==> src/ittt_map.svh <==
`ifndef ITTT_MAP_SVH
`define ITTT_MAP_SVH
// What this block does
// - On thermistor trip, bit 5 picks standby (0, default) or minimum torch current (1).
// - Trip voltage from bits 4:2; 200 mV plus 100 mV per code, default 600 mV.
// - Bias current from bits 1:0: 25/50/75/100 uA, default 75 uA.
// - Indicator ramp up/down codes give 16 ms doubling to 2.048 s, default 000.
// - Pulse hold time from four-bit field, 0 default, tabulated steps to 480 ms.
// - Blank multiplier is upper nibble of blink register, 0 to 15, default 0.
// - Period count is low three bits, 0 to 7, default 0; upper bits reserved.
// - One period equals ramp up plus ramp down plus twice the hold time.
// - Active interval equals period length times period count.
// - Blank interval equals active interval times blank multiplier.
// - Torch ramp up bits 5:3, ramp down bits 2:0, 16 ms doubling, default 000.
// - Indicator mode bit picks internal PWM (default) or external steady-light pin.
// - Thermistor mode bit: monitor only reports; normal applies reduction or shutdown.
`define ITTT_ADDR_THERM 8'h02
`define ITTT_ADDR_IRAMP 8'h03
`define ITTT_ADDR_BLINK 8'h04
`define ITTT_ADDR_PCNT 8'h05
`define ITTT_ADDR_TRAMP 8'h06
`define ITTT_RST_THERM 8'h12
`define ITTT_RST_ZERO 8'h00
`define ITTT_CLK_HZ 20000000
`define ITTT_TICK_US 1000
`define ITTT_TICK_CYC ((`ITTT_CLK_HZ / 1000000) * `ITTT_TICK_US)
`define ITTT_RAMP_BASE_MS 16
`define ITTT_TRIP_BASE_MV 200
`define ITTT_TRIP_STEP_MV 100
`define ITTT_BIAS_STEP_UA 25
`endif

==> src/ittt_pkg.sv <==
package ittt_pkg;
    typedef enum logic [2:0] {
        ITTT_IDLE = 3'b000,
        ITTT_RISE = 3'b001,
        ITTT_HON = 3'b010,
        ITTT_FALL = 3'b011,
        ITTT_HOFF = 3'b100,
        ITTT_BLANK = 3'b101
    } ittt_phase_t;
    typedef struct packed {
        logic [7:0] therm;
        logic [7:0] iramp;
        logic [7:0] blink;
        logic [7:0] pcnt;
        logic [7:0] tramp;
    } ittt_regs_t;
    typedef struct packed {
        logic standby;
        logic reduce_to_min;
        logic trip_flag;
        logic [9:0] trip_mv;
        logic [6:0] bias_ua;
    } ittt_therm_t;
endpackage

==> src/ittt_tick.sv <==
`timescale 1ns/100ps
`include "ittt_map.svh"
// Millisecond tick divider
module ittt_tick
    import ittt_pkg::*;
#(
    parameter int TICK_CYC = `ITTT_TICK_CYC
) (
    input wire logic i_clk,
    input wire logic i_reset,
    output logic o_tick
);
    typedef struct packed {
        logic [15:0] cnt;
        logic tick;
    } ittt_tick_st_t;
    ittt_tick_st_t s_q, s_d;
    always_comb begin
        s_d = s_q;
        s_d.tick = 1'b0;
        if (s_q.cnt == 16'(TICK_CYC - 1)) begin
            s_d.cnt = 16'h0000;
            s_d.tick = 1'b1;
        end else begin
            s_d.cnt = s_q.cnt + 16'h0001;
        end
    end
    always_ff @(posedge i_clk or posedge i_reset) begin
        if (i_reset) begin
            s_q <= '0;
        end else begin
            s_q <= s_d;
        end
    end
    assign o_tick = s_q.tick;
endmodule

==> src/ittt_top.sv <==
`timescale 1ns/100ps
`include "ittt_map.svh"
module ittt_top
    import ittt_pkg::*;
#(
    parameter int TICK_CYC = `ITTT_TICK_CYC
) (
    // Clock and reset
    input wire logic i_clk,
    input wire logic i_reset,
    // Register port
    input wire logic i_wr_en,
    input wire logic [7:0] i_addr,
    input wire logic [7:0] i_wdata,
    output logic [7:0] o_rdata,
    // Mode and pins
    input wire logic i_ind_enable,
    input wire logic i_ind_external,
    input wire logic i_therm_monitor,
    input wire logic i_steady_pin,
    input wire logic i_therm_trip,
    // Outputs
    output logic o_ind_on,
    output logic [11:0] o_ind_level,
    output logic [11:0] o_torch_rise_ms,
    output logic [11:0] o_torch_fall_ms,
    output logic o_therm_standby,
    output logic o_therm_reduce,
    output logic o_therm_flag,
    output logic [9:0] o_trip_mv,
    output logic [6:0] o_bias_ua
);
    // Ramp codes: 16 ms doubled per code
    function automatic logic [11:0] ramp_ms(input logic [2:0] code);
        ramp_ms = 12'(`ITTT_RAMP_BASE_MS) << code;
    endfunction
    // Hold times follow the printed table, not a pure multiple
    function automatic logic [8:0] pulse_ms(input logic [3:0] code);
        case (code)
            4'h3: pulse_ms = 9'd92;
            4'h6: pulse_ms = 9'd196;
            default: pulse_ms = 9'(code) * 9'd32;
        endcase
    endfunction
    typedef struct packed {
        ittt_regs_t regs;
        ittt_phase_t ph;
        logic [12:0] ms;
        logic [2:0] per;
        logic [3:0] blk;
        logic [11:0] lvl;
        logic on;
        logic [1:0] trp_s;
        logic [1:0] pin_s;
        ittt_therm_t th;
    } ittt_st_t;
    ittt_st_t s_q, s_d;
    logic tick;
    logic [11:0] t_r, t_f, t_p;
    logic trip_sync, pin_sync;
    logic [12:0] t_per;
    ittt_phase_t off_ph;
    logic [2:0] off_per;
    ittt_tick #(.TICK_CYC(TICK_CYC)) u_tick (
        .i_clk(i_clk),
        .i_reset(i_reset),
        .o_tick(tick)
    );
    assign t_r = ramp_ms(s_q.regs.iramp[5:3]);
    assign t_f = ramp_ms(s_q.regs.iramp[2:0]);
    assign t_p = 12'(pulse_ms(s_q.regs.blink[3:0]));
    // period length
    // Thirteen bits: two longest ramps plus two holds overflow a 12-bit count
    assign t_per = 13'(t_r) + 13'(t_f) + (13'(t_p) << 1);
    always_comb begin
        off_per = s_q.per + 3'h1;
        off_ph = ITTT_RISE;
        if (s_q.per >= s_q.regs.pcnt[2:0]) begin
            off_per = 3'h1;
            off_ph = (s_q.regs.blink[7:4] == 4'h0) ? ITTT_RISE : ITTT_BLANK;
        end
    end
    assign trip_sync = s_q.trp_s[1];
    assign pin_sync = s_q.pin_s[1];
    always_comb begin
        s_d = s_q;
        s_d.trp_s = {s_q.trp_s[0], i_therm_trip};
        s_d.pin_s = {s_q.pin_s[0], i_steady_pin};
        if (i_wr_en) begin
            case (i_addr)
                `ITTT_ADDR_THERM: s_d.regs.therm = i_wdata & 8'h3F;
                `ITTT_ADDR_IRAMP: s_d.regs.iramp = i_wdata & 8'h3F;
                `ITTT_ADDR_BLINK: s_d.regs.blink = i_wdata;
                `ITTT_ADDR_PCNT: s_d.regs.pcnt = i_wdata & 8'h07;
                `ITTT_ADDR_TRAMP: s_d.regs.tramp = i_wdata & 8'h3F;
                default: s_d.regs = s_q.regs;
            endcase
        end
        s_d.th.trip_mv = 10'(`ITTT_TRIP_BASE_MV)
            + 10'(s_q.regs.therm[4:2]) * 10'(`ITTT_TRIP_STEP_MV);
        s_d.th.bias_ua = 7'(`ITTT_BIAS_STEP_UA) * (7'(s_q.regs.therm[1:0]) + 7'h01);
        s_d.th.trip_flag = trip_sync;
        s_d.th.standby = trip_sync && !i_therm_monitor && !s_q.regs.therm[5];
        s_d.th.reduce_to_min = trip_sync && !i_therm_monitor && s_q.regs.therm[5];
        if (!i_ind_enable || s_q.regs.pcnt[2:0] == 3'h0) begin
            s_d.ph = ITTT_IDLE;
            s_d.ms = 13'h0000;
            s_d.lvl = 12'h000;
        end else if (tick) begin
            s_d.ms = s_q.ms + 13'h0001;
            case (s_q.ph)
                ITTT_IDLE: begin
                    s_d.ph = ITTT_RISE;
                    s_d.ms = 13'h0000;
                    s_d.per = 3'h1;
                    s_d.blk = 4'h0;
                end
                ITTT_RISE: begin
                    s_d.lvl = 12'(s_q.ms);
                    if (s_q.ms + 13'h0001 >= 13'(t_r)) begin
                        // A zero hold time skips the hold phase altogether
                        s_d.ph = (t_p == 12'h000) ? ITTT_FALL : ITTT_HON;
                        s_d.ms = 13'h0000;
                        s_d.lvl = 12'hFFF;
                    end
                end
                ITTT_HON: begin
                    if (s_q.ms + 13'h0001 >= 13'(t_p)) begin
                        s_d.ph = ITTT_FALL;
                        s_d.ms = 13'h0000;
                    end
                end
                ITTT_FALL: begin
                    s_d.lvl = t_f - 12'(s_q.ms);
                    if (s_q.ms + 13'h0001 >= 13'(t_f)) begin
                        s_d.ph = ITTT_HOFF;
                        s_d.ms = 13'h0000;
                        s_d.lvl = 12'h000;
                        if (t_p == 12'h000) begin
                            s_d.ph = off_ph;
                            s_d.per = off_per;
                        end
                    end
                end
                ITTT_HOFF: begin
                    if (s_q.ms + 13'h0001 >= 13'(t_p)) begin
                        s_d.ms = 13'h0000;
                        s_d.ph = off_ph;
                        s_d.per = off_per;
                    end
                end
                ITTT_BLANK: begin
                    // Blank counts whole periods: active length times multiplier
                    if (s_q.ms + 13'h0001 >= t_per) begin
                        s_d.ms = 13'h0000;
                        if (s_q.per >= s_q.regs.pcnt[2:0]) begin
                            s_d.per = 3'h1;
                            if (s_q.blk + 4'h1 >= s_q.regs.blink[7:4]) begin
                                s_d.blk = 4'h0;
                                s_d.ph = ITTT_RISE;
                            end else begin
                                s_d.blk = s_q.blk + 4'h1;
                            end
                        end else begin
                            s_d.per = s_q.per + 3'h1;
                        end
                    end
                end
                default: s_d.ph = ITTT_IDLE;
            endcase
        end
        if (i_ind_external) begin
            s_d.on = i_ind_enable && pin_sync;
        end else begin
            s_d.on = i_ind_enable && s_d.ph != ITTT_IDLE && s_d.ph != ITTT_BLANK
                && s_d.ph != ITTT_HOFF;
        end
    end
    always_ff @(posedge i_clk or posedge i_reset) begin
        if (i_reset) begin
            s_q <= '0;
            s_q.regs.therm <= `ITTT_RST_THERM;
            s_q.th.trip_mv <= 10'd600;
            s_q.th.bias_ua <= 7'd75;
        end else begin
            s_q <= s_d;
        end
    end
    always_comb begin
        case (i_addr)
            `ITTT_ADDR_THERM: o_rdata = s_q.regs.therm;
            `ITTT_ADDR_IRAMP: o_rdata = s_q.regs.iramp;
            `ITTT_ADDR_BLINK: o_rdata = s_q.regs.blink;
            `ITTT_ADDR_PCNT: o_rdata = s_q.regs.pcnt;
            `ITTT_ADDR_TRAMP: o_rdata = s_q.regs.tramp;
            default: o_rdata = 8'h00;
        endcase
    end
    assign o_ind_on = s_q.on;
    assign o_ind_level = i_ind_external ? {12{s_q.on}} : s_q.lvl;
    assign o_torch_rise_ms = ramp_ms(s_q.regs.tramp[5:3]);
    assign o_torch_fall_ms = ramp_ms(s_q.regs.tramp[2:0]);
    assign o_therm_standby = s_q.th.standby;
    assign o_therm_reduce = s_q.th.reduce_to_min;
    assign o_therm_flag = s_q.th.trip_flag;
    assign o_trip_mv = s_q.th.trip_mv;
    assign o_bias_ua = s_q.th.bias_ua;

    property p_standby;
        @(posedge i_clk) disable iff (i_reset)
        o_therm_standby |-> !$past(s_q.regs.therm[5]) && !o_therm_reduce;
    endproperty
    a_standby: assert property (p_standby) else $error("standby with reduce set");
    property p_trip;
        @(posedge i_clk) disable iff (i_reset)
        ##1 o_trip_mv == 10'd200 + 10'($past(s_q.regs.therm[4:2])) * 10'd100;
    endproperty
    a_trip: assert property (p_trip) else $error("trip voltage wrong");
    property p_bias;
        @(posedge i_clk) disable iff (i_reset)
        ##1 o_bias_ua == 7'd25 * (7'($past(s_q.regs.therm[1:0])) + 7'd1);
    endproperty
    a_bias: assert property (p_bias) else $error("bias wrong");
    property p_pcnt;
        @(posedge i_clk) disable iff (i_reset)
        s_q.regs.pcnt[7:3] == 5'h00;
    endproperty
    a_pcnt: assert property (p_pcnt) else $error("reserved bits set");
    property p_monitor;
        @(posedge i_clk) disable iff (i_reset)
        $past(i_therm_monitor) |-> !o_therm_standby && !o_therm_reduce;
    endproperty
    a_monitor: assert property (p_monitor) else $error("monitor acted");
    property p_idle;
        @(posedge i_clk) disable iff (i_reset)
        !i_ind_enable |=> s_q.ph == ITTT_IDLE;
    endproperty
    a_idle: assert property (p_idle) else $error("pattern ran disabled");
    property p_order;
        @(posedge i_clk) disable iff (i_reset)
        s_q.ph == ITTT_HON && $past(s_q.ph) != ITTT_HON |-> $past(s_q.ph) == ITTT_RISE;
    endproperty
    a_order: assert property (p_order) else $error("hold not after rise");
    property p_ext;
        @(posedge i_clk) disable iff (i_reset)
        i_ind_external && i_ind_enable |=> o_ind_on == $past(pin_sync);
    endproperty
    a_ext: assert property (p_ext) else $error("external pin not followed");
    c_trip: cover property (@(posedge i_clk) o_therm_reduce);
    c_blank: cover property (@(posedge i_clk) s_q.ph == ITTT_BLANK);
    c_fall: cover property (@(posedge i_clk) s_q.ph == ITTT_FALL);
endmodule

==> config.mk <==
export PLATFORM = sky130hd
export DESIGN_NAME = ittt_top
export DESIGN_NICKNAME = d
export VERILOG_FILES = /design/src/ittt_pkg.sv /design/src/ittt_tick.sv /design/src/ittt_top.sv
export VERILOG_INCLUDE_DIRS = /design/src
export SDC_FILE = /design/constraint.sdc
export NUM_CORES = 1
export LEC_CHECK = 0
export BUFFER_PORTS_ARGS = -buffer_cell sky130_fd_sc_hd__buf_2
export CORE_MARGIN = 2
export CORE_UTILIZATION = 40
export CTS_BUF_LIST = sky130_fd_sc_hd__clkbuf_16
export CTS_CLUSTER_DIAMETER = 100
export DETAILED_ROUTE_END_ITERATION = 10
export GPL_TIMING_DRIVEN = 0
export SLEW_MARGIN = 20
export SYNTH_ARGS = -nofsm -noshare
export SYNTH_HDL_FRONTEND = slang
export SYNTH_SLANG_ARGS = --single-unit
export TNS_END_PERCENT = 100
==> constraint.sdc <==
create_clock -name i_clk -period 5.1 [get_ports i_clk]
set_clock_uncertainty 0.1 [all_clocks]
set_input_delay 0.51 -clock i_clk [delete_from_list [all_inputs] [get_ports i_clk]]
set_output_delay 0.51 -clock i_clk [all_outputs]
set_load 0.01 [all_outputs]
; ---- Word level (Yosys, flattened, before mapping)
; Cells that the tools add are included.
[classes]
mul = 2
eq_ne = 20
shift = 4
n_div = 0
addsub = 9
n_bitwise = 1
muxes = 31
n_reduce_logical = 28
magnitude_cmp = 6
[op_table]
columns = op, count
row1 = case mux 13 bit (6 select lines), 1
row2 = two-way mux 16 bit, 4
row3 = two-way mux 12 bit, 4
row4 = "left shift 5 x 3 -> 12 bit, first input constant", 4
row5 = case mux 8 bit (5 select lines), 1
row6 = two-way mux 19 bit, 2
row7 = two-way mux 35 bit, 1
row8 = greater-or-equal comparator 13 x 12 -> 1 bit, 2
row9 = "== test 8 x 3 -> 1 bit, second input constant", 3
row10 = case mux 12 bit (2 select lines), 1
row11 = two-way mux 23 bit, 1
row12 = two-way mux 3 bit, 7
row13 = case mux 3 bit (6 select lines), 1
row14 = case mux 9 bit (2 select lines), 1
row15 = "adder 16 x 1 -> 16 bit, second input constant", 1
row16 = "== test 16 x 15 -> 1 bit, second input constant", 1
row17 = "== test 8 x 2 -> 1 bit, second input constant", 2
row18 = adder 12 x 12 -> 13 bit, 1
row19 = "adder 13 x 1 -> 13 bit, second input constant", 1
row20 = adder 13 x 10 -> 13 bit, 1
row21 = greater-or-equal comparator 13 bit, 1
row22 = greater-or-equal comparator 13 x 9 -> 1 bit, 1
row23 = logical NOT 12 bit, 1
row24 = case mux 3 bit (4 select lines), 1
row25 = 31 further kinds, 57
[totals]
regBits = 106
mem_bits_rw = 0
n_memories = 0
word_cells = 121
output_inout_bits = 65
latchBits = 0
rom_bits = 0

; ---- Longest topological paths before layout
; Gate-level depths: netlist of the first run.
[depth]
ltp_word = 13
depth_mapped = 23
depth_no_buf = 23

; ---- Cells and area by module
; From an unflattened synthesis of the first run, not the netlist that was laid out.
[hier_totals]
hier_cells = 806
area_unflattened_um2 = 7528.5
[by_module_without_submodules]
columns = module, seq_area_each_um2, cells_each, n_inst, area_each_um2
row1 = ittt_top, 2163.3, 736, 1, 6746.5
row2 = ittt_tick, 425.4, 70, 1, 782.0

; ---- Worst setup path before layout of the first run
; Ideal clock, no wire load.
[synth_timing]
path_kind = register -> register
startpoint = reg s_q[85] (netlist name)
endpoint = reg s_q, in the netlist o_ind_on
path_buffers = 1
stages_incl_launch_ff = 22
path_slack_ns = -0.319
setup_ns = 0.126
t_arrival_ns = 5.193
synth_period_minus_slack_ns = 5.419
required_time_ns = 4.874
path_cell_list = dfrtp_1 clkbuf_1 or3b_2 fa_1 inv_1 ha_1 a21o_1 a21oi_1 nor2_1 o21a_1 o21ai_0 nand2b_1 a21oi_1 xor2_1 ha_1 a2111o_1 or4_1 a211oi_2 o221a_2 nor3_1 o21a_1 o311a_1
[synth_rtl]
columns = item, line_no
row1 = start: declaration, ittt_top.sv:57  ; ittt_st_t s_q, s_d;

==> results.md, run 1 <==
* Status: complete, but fails checks
* Failing checks: setup timing
* Worst Path Required at 5.24 ns
* Clk_lat worst skew at 0.36 ns
* Mapped Area at 0.00735 mm^2
* Synth top area cells: dfrtp_1 32%, ha_1 12%, mux2_2 5.1%, inv_1 4.1%, xnor2_1 3.6%
* Main synth FF type: dfrtp_1
* Slew @ Worst Pin at 0.966 ns
* Slew HR at 35.0%
* CTS tree: built
* Inst Count DP at 1101
* Starting Density at around two fifths
* Share of cells above drive strength 1 at 25.9%
* Initial DRC Count at 443
* RePlAce Congestion at 0.875
* Multi-input logic area at ~0.0043 mm^2
* # setup viols final at 15
* Seq/Total Area, Yosys at 35.2%
* FF/Latch Area at 0.00260 mm^2
* Initial antenna violation count at 0
* 1st-pass router iterations at 6
* Post-synth EDFFs at 0
* Num CTS Buffers at 9
* Max Cap Viol at 0
* Vias at 5941
* Port bufs at 77
* Final nets at approximately 1000
* Vias/cell at between 5 and 6
* Unrepaired setup endpoints after global routing: true
* Tcrit/Tclk final at 106%
* Clock transition at path regs at 0.08 ns
* Setup crit end kind: flip-flop
* Slew Limit Fails at 0
* H-tree depth at 3
* Post-route ant nets at 0
* Fin. Hold Viols at 0
* Longest Clk Path Bufs at 2
* CP arrival at 5.53 ns
* Rows at 49
* Largest net degree at the start of global routing at 68
* Worst-path fanout max at 4
* CP Class: flip-flop to flip-flop
* Peak supply drop at ~0.20 mV
* HPWL after detailed placement at 13.2 mm
* Fmax at 186 MHz
* IO Count at a little under 90
* Min setup slack post-route at -0.289 ns
* DRC viols at 0
* # diodes at 0
* Clk root buf: clkbuf_16
* Mapped Cells at 785
* Core area at 0.0180 mm^2
* Element type at the critical path start: flip-flop
* Dpl ws at -0.507 ns
* CTS sink count at slightly above 100
* Die W at 140 um
* Pwr/cell area at 212 mW/mm^2
* Hold crit path type: input port to asynchronous set/reset pin
* Fin cells at 1135
* Total GRT Usage at 18.6%
* CTS Hold Bufs at 0
* Avg Synthesized Cell Area at around 9.4 um^2
* Synth area leader: dfrtp_1
* Routed WL per cell at ~16 um
* Synth cell count leaders: 94 x dfrtp_1, 80 x inv_1, 71 x ha_1, 56 x nand2_1, 47 x o21ai_0
* Total die area at 0.0195 mm^2
* Register bit total from synthesis at 103
* Synth top area share at 32.0%
* Vias in the first global route at 5836
* P&R area growth vs syn at 18.2%
* Final wirelength at roughly 18 mm
* Synth warn at 0
* Die height at 140 um
* Fin util at around half
* First-pass GRT wire length at 29.4 mm
* Total global routing overflow at 0
* FILL cells at 1722
* Tmin final at 5.39 ns
* Asr flop ratio synth at 100%
* P_leak at approximately 0.0043 uW
* Most frequent cell after synthesis: dfrtp_1
* Cell variety after synth at 70
-- timing repair --
action	4_1_cts	5_1_grt
gates resized for setup	21	17
cloned	1	0
pin swaps	26	18
endpoints found under the setup margin	22	22
setup buffers	13	10
-- layout by cell type (no fill, tap or decap), types with 6 or more instances in the layout --
master | synthesis | routed
clkbuf_16 | 0 | 9
conb_1 | 1 | 10
buf_2 | 3 | 80
ha_1 | 71 | 71
nor3_1 | 22 | 21
o21a_1 | 10 | 10
o31ai_1 | 8 | 6
xnor2_1 | 30 | 30
nand2_1 | 56 | 53
inv_1 | 80 | 78
nor2b_1 | 6 | 6
nand3_1 | 20 | 20
nor4_1 | 8 | 7
nand2b_1 | 7 | 7
buf_4 | 25 | 46
a22o_1 | 16 | 16
a21oi_1 | 25 | 23
nor2_1 | 44 | 44
fa_1 | 7 | 7
nand3b_1 | 8 | 8
dfrtp_2 | 0 | 6
mux2_2 | 33 | 33
or2_2 | 6 | 6
clkbuf_1 | 25 | 19
o21ai_0 | 47 | 42
xor2_1 | 16 | 16
nor3b_1 | 10 | 9
dfrtp_1 | 94 | 88
dfstp_2 | 9 | 9
-- area by class of cell --
type / instances / share of cell area [%]
Clock buffer: 9 / 2.59
Clock inverter: 7 / 0.634
Multi-Input combinational cell: 559 / 50.1
Sequential cell: 103 / 29.9
Buffer: 47 / 3.16
Inverter: 80 / 3.52
Timing Repair Buffer: 101 / 6.83
Tap cell: 229 / 3.30
-- logic make-up after synthesis --
| family | after synthesis | share of synthesized area [%] |
|---|---|---|
| buffers and inverters | 133 | 8.12 |
| XOR/XNOR | 46 | 5.48 |
| other | 1 | 0.0510 |
| AND/OR/NAND/NOR | 232 | 17.3 |
| multiplexers | 37 | 5.60 |
| flip-flops | 103 | 35.2 |
| adder cells (fa/ha/maj) | 78 | 14.0 |
| AO/OA/AOI/OAI | 155 | 14.2 |
-- per-layer routing --
layer / part of all wire, % / vias to the layer above / GRT usage [%]
li1: - / 2966 / -
met1: 48 / 2838 / 26.0
met2: 46 / 118 / 30.2
met3: 4.2 / 19 / 2.86
met4: 1.6 / 0 / 5.00
met5: 0 / - / 0
-- state kept, by name, indices dropped and copies added, names as in the netlist --
register and count:
o_bias_ua 6, u_tick.s_q 16, pin_sync 1, o_therm_flag 1, u_tick.o_tick 1, o_therm_reduce 1, o_therm_standby 1, s_d 3
s_q 64, o_ind_on 1, o_trip_mv 8
-- power breakdown --
part           total [uW]  internal, uW  switching [uW]
Combinational         301           133             168
Sequential            862           844            18.7
Clock                 676           339             338
-- worst max-delay path, cell delays in order, from the launching register on --
cell,delay (ns)
dfrtp_2,0.44
or3b_4,0.43
fa_1,0.55
inv_1,0.05
ha_1,0.27
a21o_1,0.17
a21oi_2,0.16
nor2_1,0.06
o21a_1,0.19
o21ai_2,0.15
nand2b_1,0.08
a21oi_2,0.13
xor2_1,0.17
ha_1,0.27
a2111o_1,0.42
or4_4,0.58
a211oi_4,0.30
o221a_4,0.23
nor3_4,0.04
o21a_1,0.21
o311a_1,0.29
-- final timing paths --
path / startpoint / end / slack, ns / cells after the start
setup / recovery: s_q[84]$_DFFE_PP0P_ / o_ind_on$_DFF_PP0_ / -0.29 / 20
hold / removal: i_reset / s_q[39]$_DFFE_PP0P_ / 0.04 / 2
hold reg to reg: s_d[21]$_DFF_PP0_ / pin_sync$_DFF_PP0_ / 0.25 / 0
max in group asynchronous: i_reset / o_bias_ua[6]$_DFF_PP1_ / 4.18 / 3
setup reg to reg: s_q[84]$_DFFE_PP0P_ / o_ind_on$_DFF_PP0_ / -0.29 / 20
min in group i_clk: i_therm_trip / s_d[23]$_DFF_PP0_ / 0.15 / 1
-- through the flow --
stage | cell area [um^2] | power, uW | TNS [ns] | hold WS, ns
5_1_grt | 8680 | 1930 | -7.18 | 0.0737
2_1_floorplan | 7400 | 1070 | -0.0363 | 0.231
3_3_place_gp | 8070 | 1150 | -5.24 | 0.233
6_report | 8680 | 1840 | -2.15 | 0.0388
3_5_place_dp | 8110 | 1160 | -5.57 | 0.237
4_1_cts | 8550 | 1860 | -2.92 | 0.0516
(Power assumes the default switching activity.)
==> run 2: changes to the inputs <==
--- a/config.mk
+++ b/config.mk
@@ -7,12 +7,15 @@
 export NUM_CORES = 1
 export LEC_CHECK = 0
 export BUFFER_PORTS_ARGS = -buffer_cell sky130_fd_sc_hd__buf_2
+export CELL_PAD_IN_SITES_DETAIL_PLACEMENT = 1
+export CELL_PAD_IN_SITES_GLOBAL_PLACEMENT = 1
 export CORE_MARGIN = 2
 export CORE_UTILIZATION = 40
 export CTS_BUF_LIST = sky130_fd_sc_hd__clkbuf_16
 export CTS_CLUSTER_DIAMETER = 100
 export DETAILED_ROUTE_END_ITERATION = 10
 export GPL_TIMING_DRIVEN = 0
+export PLACE_DENSITY_LB_ADDON = 0.1
 export SLEW_MARGIN = 20
 export SYNTH_ARGS = -nofsm -noshare
 export SYNTH_HDL_FRONTEND = slang
==> constraint.sdc (replaced) <==
create_clock -name i_clk -period 6.5 [get_ports i_clk]
set_clock_uncertainty 0.1 [all_clocks]
set_input_delay 0.65 -clock i_clk [delete_from_list [all_inputs] [get_ports i_clk]]
set_output_delay 0.65 -clock i_clk [all_outputs]
set_load 0.01 [all_outputs]
==> run 2 against run 1 <==
Against the previous run: the flow now finishes without violations; power fell by 21%; sequential share of layout area rose by 0.99 points; setup slack improved by 0.59 ns; register-to-register slack improved by 0.59 ns.
==> results.md, run 2 (synthesis gave the netlist of run 1 again) <==
* Status: finished, final reports clean (was complete, but fails checks)
* Commonest non-fill, non-tap cell in the layout: dfrtp_1 (unchanged)
* Longest Clk Path Bufs at 2 (unchanged)
* WL met2 at 9.90 mm (was 8.17 mm)
* Slew @ Worst Pin at 1.09 ns (was 0.966 ns)
* Gate power share at 15.8% (was 16.4%)
* RePlAce Congestion at 0.861 (was 0.875)
* Clock transition at path regs at 0.07 ns (was 0.08 ns)
* Setup tns final at 0 ns (was -2.15 ns)
* Worst Path Required at 6.69 ns (was 5.24 ns)
* # diodes at 0 (unchanged)
* Vias in the first global route at 6352 (was 5836)
* IO Count at 89 (unchanged)
* Slew HR at 26.9% (was 35.0%)
* Delay-heaviest family, CP: simple AND/OR/NAND/NOR gates (was compound AO/OA/AOI/OAI gates)
* Pwr/cell area at 173 mW/mm^2 (was 212 mW/mm^2)
* Wl on met1 at 9.31 mm (was 8.49 mm)
* P_leak at 0.00415 uW (was 0.00429 uW)
* Total power at 1450 uW (was 1840 uW)
* Initial DRC Count at 229 (was 443)
* Core area at 0.0180 mm^2 (unchanged)
* Starting Density at 40.9% (unchanged)
* Switching portion of total power at 27.5% (was 28.5%)
* Num CTS Buffers at 9 (unchanged)
* Dpl ws at 0.321 ns (was -0.507 ns)
* Vias/cell at 5.44 (was 5.23)
* Unrepaired setup endpoints after global routing: false (was true)
* Clk_lat worst skew at 0.36 ns (about the same)
* Element type at the critical path start: flip-flop (unchanged)
* CP Class: flip-flop to flip-flop (unchanged)
* Post-cts sizing count at 0 (was 21)
* Largest Register: s_q (unchanged)
* HPWL after detailed placement at 16.1 mm (was 13.2 mm)
* Internal power at 1050 uW (was 1320 uW)
* Share of cells above drive strength 1 at 20.9% (was 25.9%)
* Worst-path fanout max at 10 (was 4)
* Fin. Hold Viols at 0 (unchanged)
* Setup crit end kind: flip-flop (unchanged)
* Max Cap Viol at 0 (unchanged)
* Port bufs at 77 (unchanged)
* Clk root buf: clkbuf_16 (unchanged)
* Total die area at 0.0195 mm^2 (unchanged)
* CTS sink count at 103 (unchanged)
* P_sw at 400 uW (was 524 uW)
* P&R area growth vs syn at 14.1% (was 18.2%)
* Min setup slack post-route at 0.297 ns (was -0.289 ns)
* CP arrival at 6.39 ns (was 5.53 ns)
* H-tree depth at 3 (unchanged)
* Rows at 49 (unchanged)
* Met3 WL at 863 um (was 739 um)
* Vias at 6073 (was 5941)
* Hold crit path type: input port to asynchronous set/reset pin (unchanged)
* 1st-pass router iterations at 5 (was 6)
* Critical path's largest stage delay at 0.62 ns (was 0.58 ns)
* Die W at 140 um (unchanged)
* Sequential Power Share at 46.3% (was 46.9%)
* Largest net degree at the start of global routing at 62 (was 68)
* Slew Limit Fails at 0 (unchanged)
* Final nets at 985 (was 1003)
* Peak supply drop at 0.155 mV (was 0.196 mV)
* Critical path, cell by cell: clkbuf_1 -> or3b_2 -> fa_1 -> inv_1 -> ha_1 -> a21o_1 -> a21oi_1 -> nor2_1 -> o21a_1 -> o21ai_0 -> nand2b_1 -> a21oi_1 -> xor2_1 -> ha_1 -> a2111o_1 -> or4_1 -> a211oi_2 -> or3_4 -> nor3_4 -> nor2_2 -> a22o_1 (was or3b_4 -> fa_1 -> inv_1 -> ha_1 -> a21o_1 -> a21oi_2 -> nor2_1 -> o21a_1 -> o21ai_2 -> nand2b_1 -> a21oi_2 -> xor2_1 -> ha_1 -> a2111o_1 -> or4_4 -> a211oi_4 -> o221a_4 -> nor3_4 -> o21a_1 -> o311a_1)
* Tcrit/Tclk final at 95.4% (was 106%)
* Total global routing overflow at 0 (unchanged)
* CP max stage cell: or4_1 (was or4_4)
* Commonest cells after routing, fill and taps aside: 94 x dfrtp_1, 81 x inv_1, 80 x buf_2 (was 88 x dfrtp_1, 80 x buf_2, 78 x inv_1)
* Top routing layer in use: met4 (unchanged)
* Post-route ant nets at 0 (unchanged)
* Worst Path Buf+Inv at 2 (was 1)
* Total GRT Usage at 21.4% (was 18.6%)
* Clock power share at 37.8% (was 36.8%)
* Max reg flops at 64 (unchanged)
* Final wirelength at 20.4 mm (was 17.7 mm)
* DRC viols at 0 (unchanged)
* Tmin final at 6.20 ns (was 5.39 ns)
* Initial antenna violation count at 0 (unchanged)
* # setup viols final at 0 (was 15)
* Routed WL per cell at 18.3 um (was 15.6 um)
* R2R depth at 21 (was 20)
* Fmax at 161 MHz (was 186 MHz)
* CTS Hold Bufs at 0 (unchanged)
* CTS tree: built (unchanged)
* Die height at 140 um (unchanged)
* First-pass GRT wire length at 33.4 mm (was 29.4 mm)
* WP depth at 21 (was 20)
* Post-CTS setup buffers at 0 (was 13)
## run 2: metrics by stage
step / cell area, um^2 / hold slack (ns) / util, % / instances
after floorplan: 7380 / 0.231 / - / 794
after global placement: 8050 / 0.237 / 44.8 / 1100
after detailed placement: 8090 / 0.243 / 45.0 / 1101
after CTS: 8380 / 0.216 / 46.7 / 1117
after global routing: 8380 / 0.220 / 46.7 / 1117
final: 8380 / 0.205 / 46.7 / 1117
## run 2: path summary, 6_finish.rpt
kind / start / end / slack (ns)
max: s_q[85]$_DFFE_PP0P_ / s_q[49]$_DFFE_PP0P_ / 0.30
min: i_reset / o_bias_ua[2]$_DFF_PP0_ / 0.21
max reg2reg: s_q[85]$_DFFE_PP0P_ / s_q[49]$_DFFE_PP0P_ / 0.30
min reg2reg: s_d[23]$_DFF_PP0_ / s_d[17]$_DFF_PP0_ / 0.26
max in group asynchronous: i_reset / o_trip_mv[6]$_DFF_PP1_ / 5.41
min in group i_clk: s_d[23]$_DFF_PP0_ / s_d[17]$_DFF_PP0_ / 0.26
## run 2: area by class of cell
cell class	instances	area [um^2]
fill	2092	9580
multi-input combinational	558	4200
sequential	103	2590
timing repair buffer	78	413
inverter	80	305
buffer	53	297
tap	229	287
clock buffer	9	225
clock inverter	7	66.3
## run 2: power by group through the flow
stage,Combinational [uW],Sequential (uW),Clock (uW)
4_1_cts,232,674,567
3_5_place_dp,231,686,0
6_report,230,674,550
3_3_place_gp,218,685,0
2_1_floorplan,156,682,0
5_1_grt,256,676,592
## run 2: per-layer routing
metal / vias to the layer above / global-route usage, %
li1: 2917 / -
met1: 3017 / 28.4
met2: 115 / 36.4
met3: 24 / 3.79
met4: 0 / 4.84
met5: - / 0
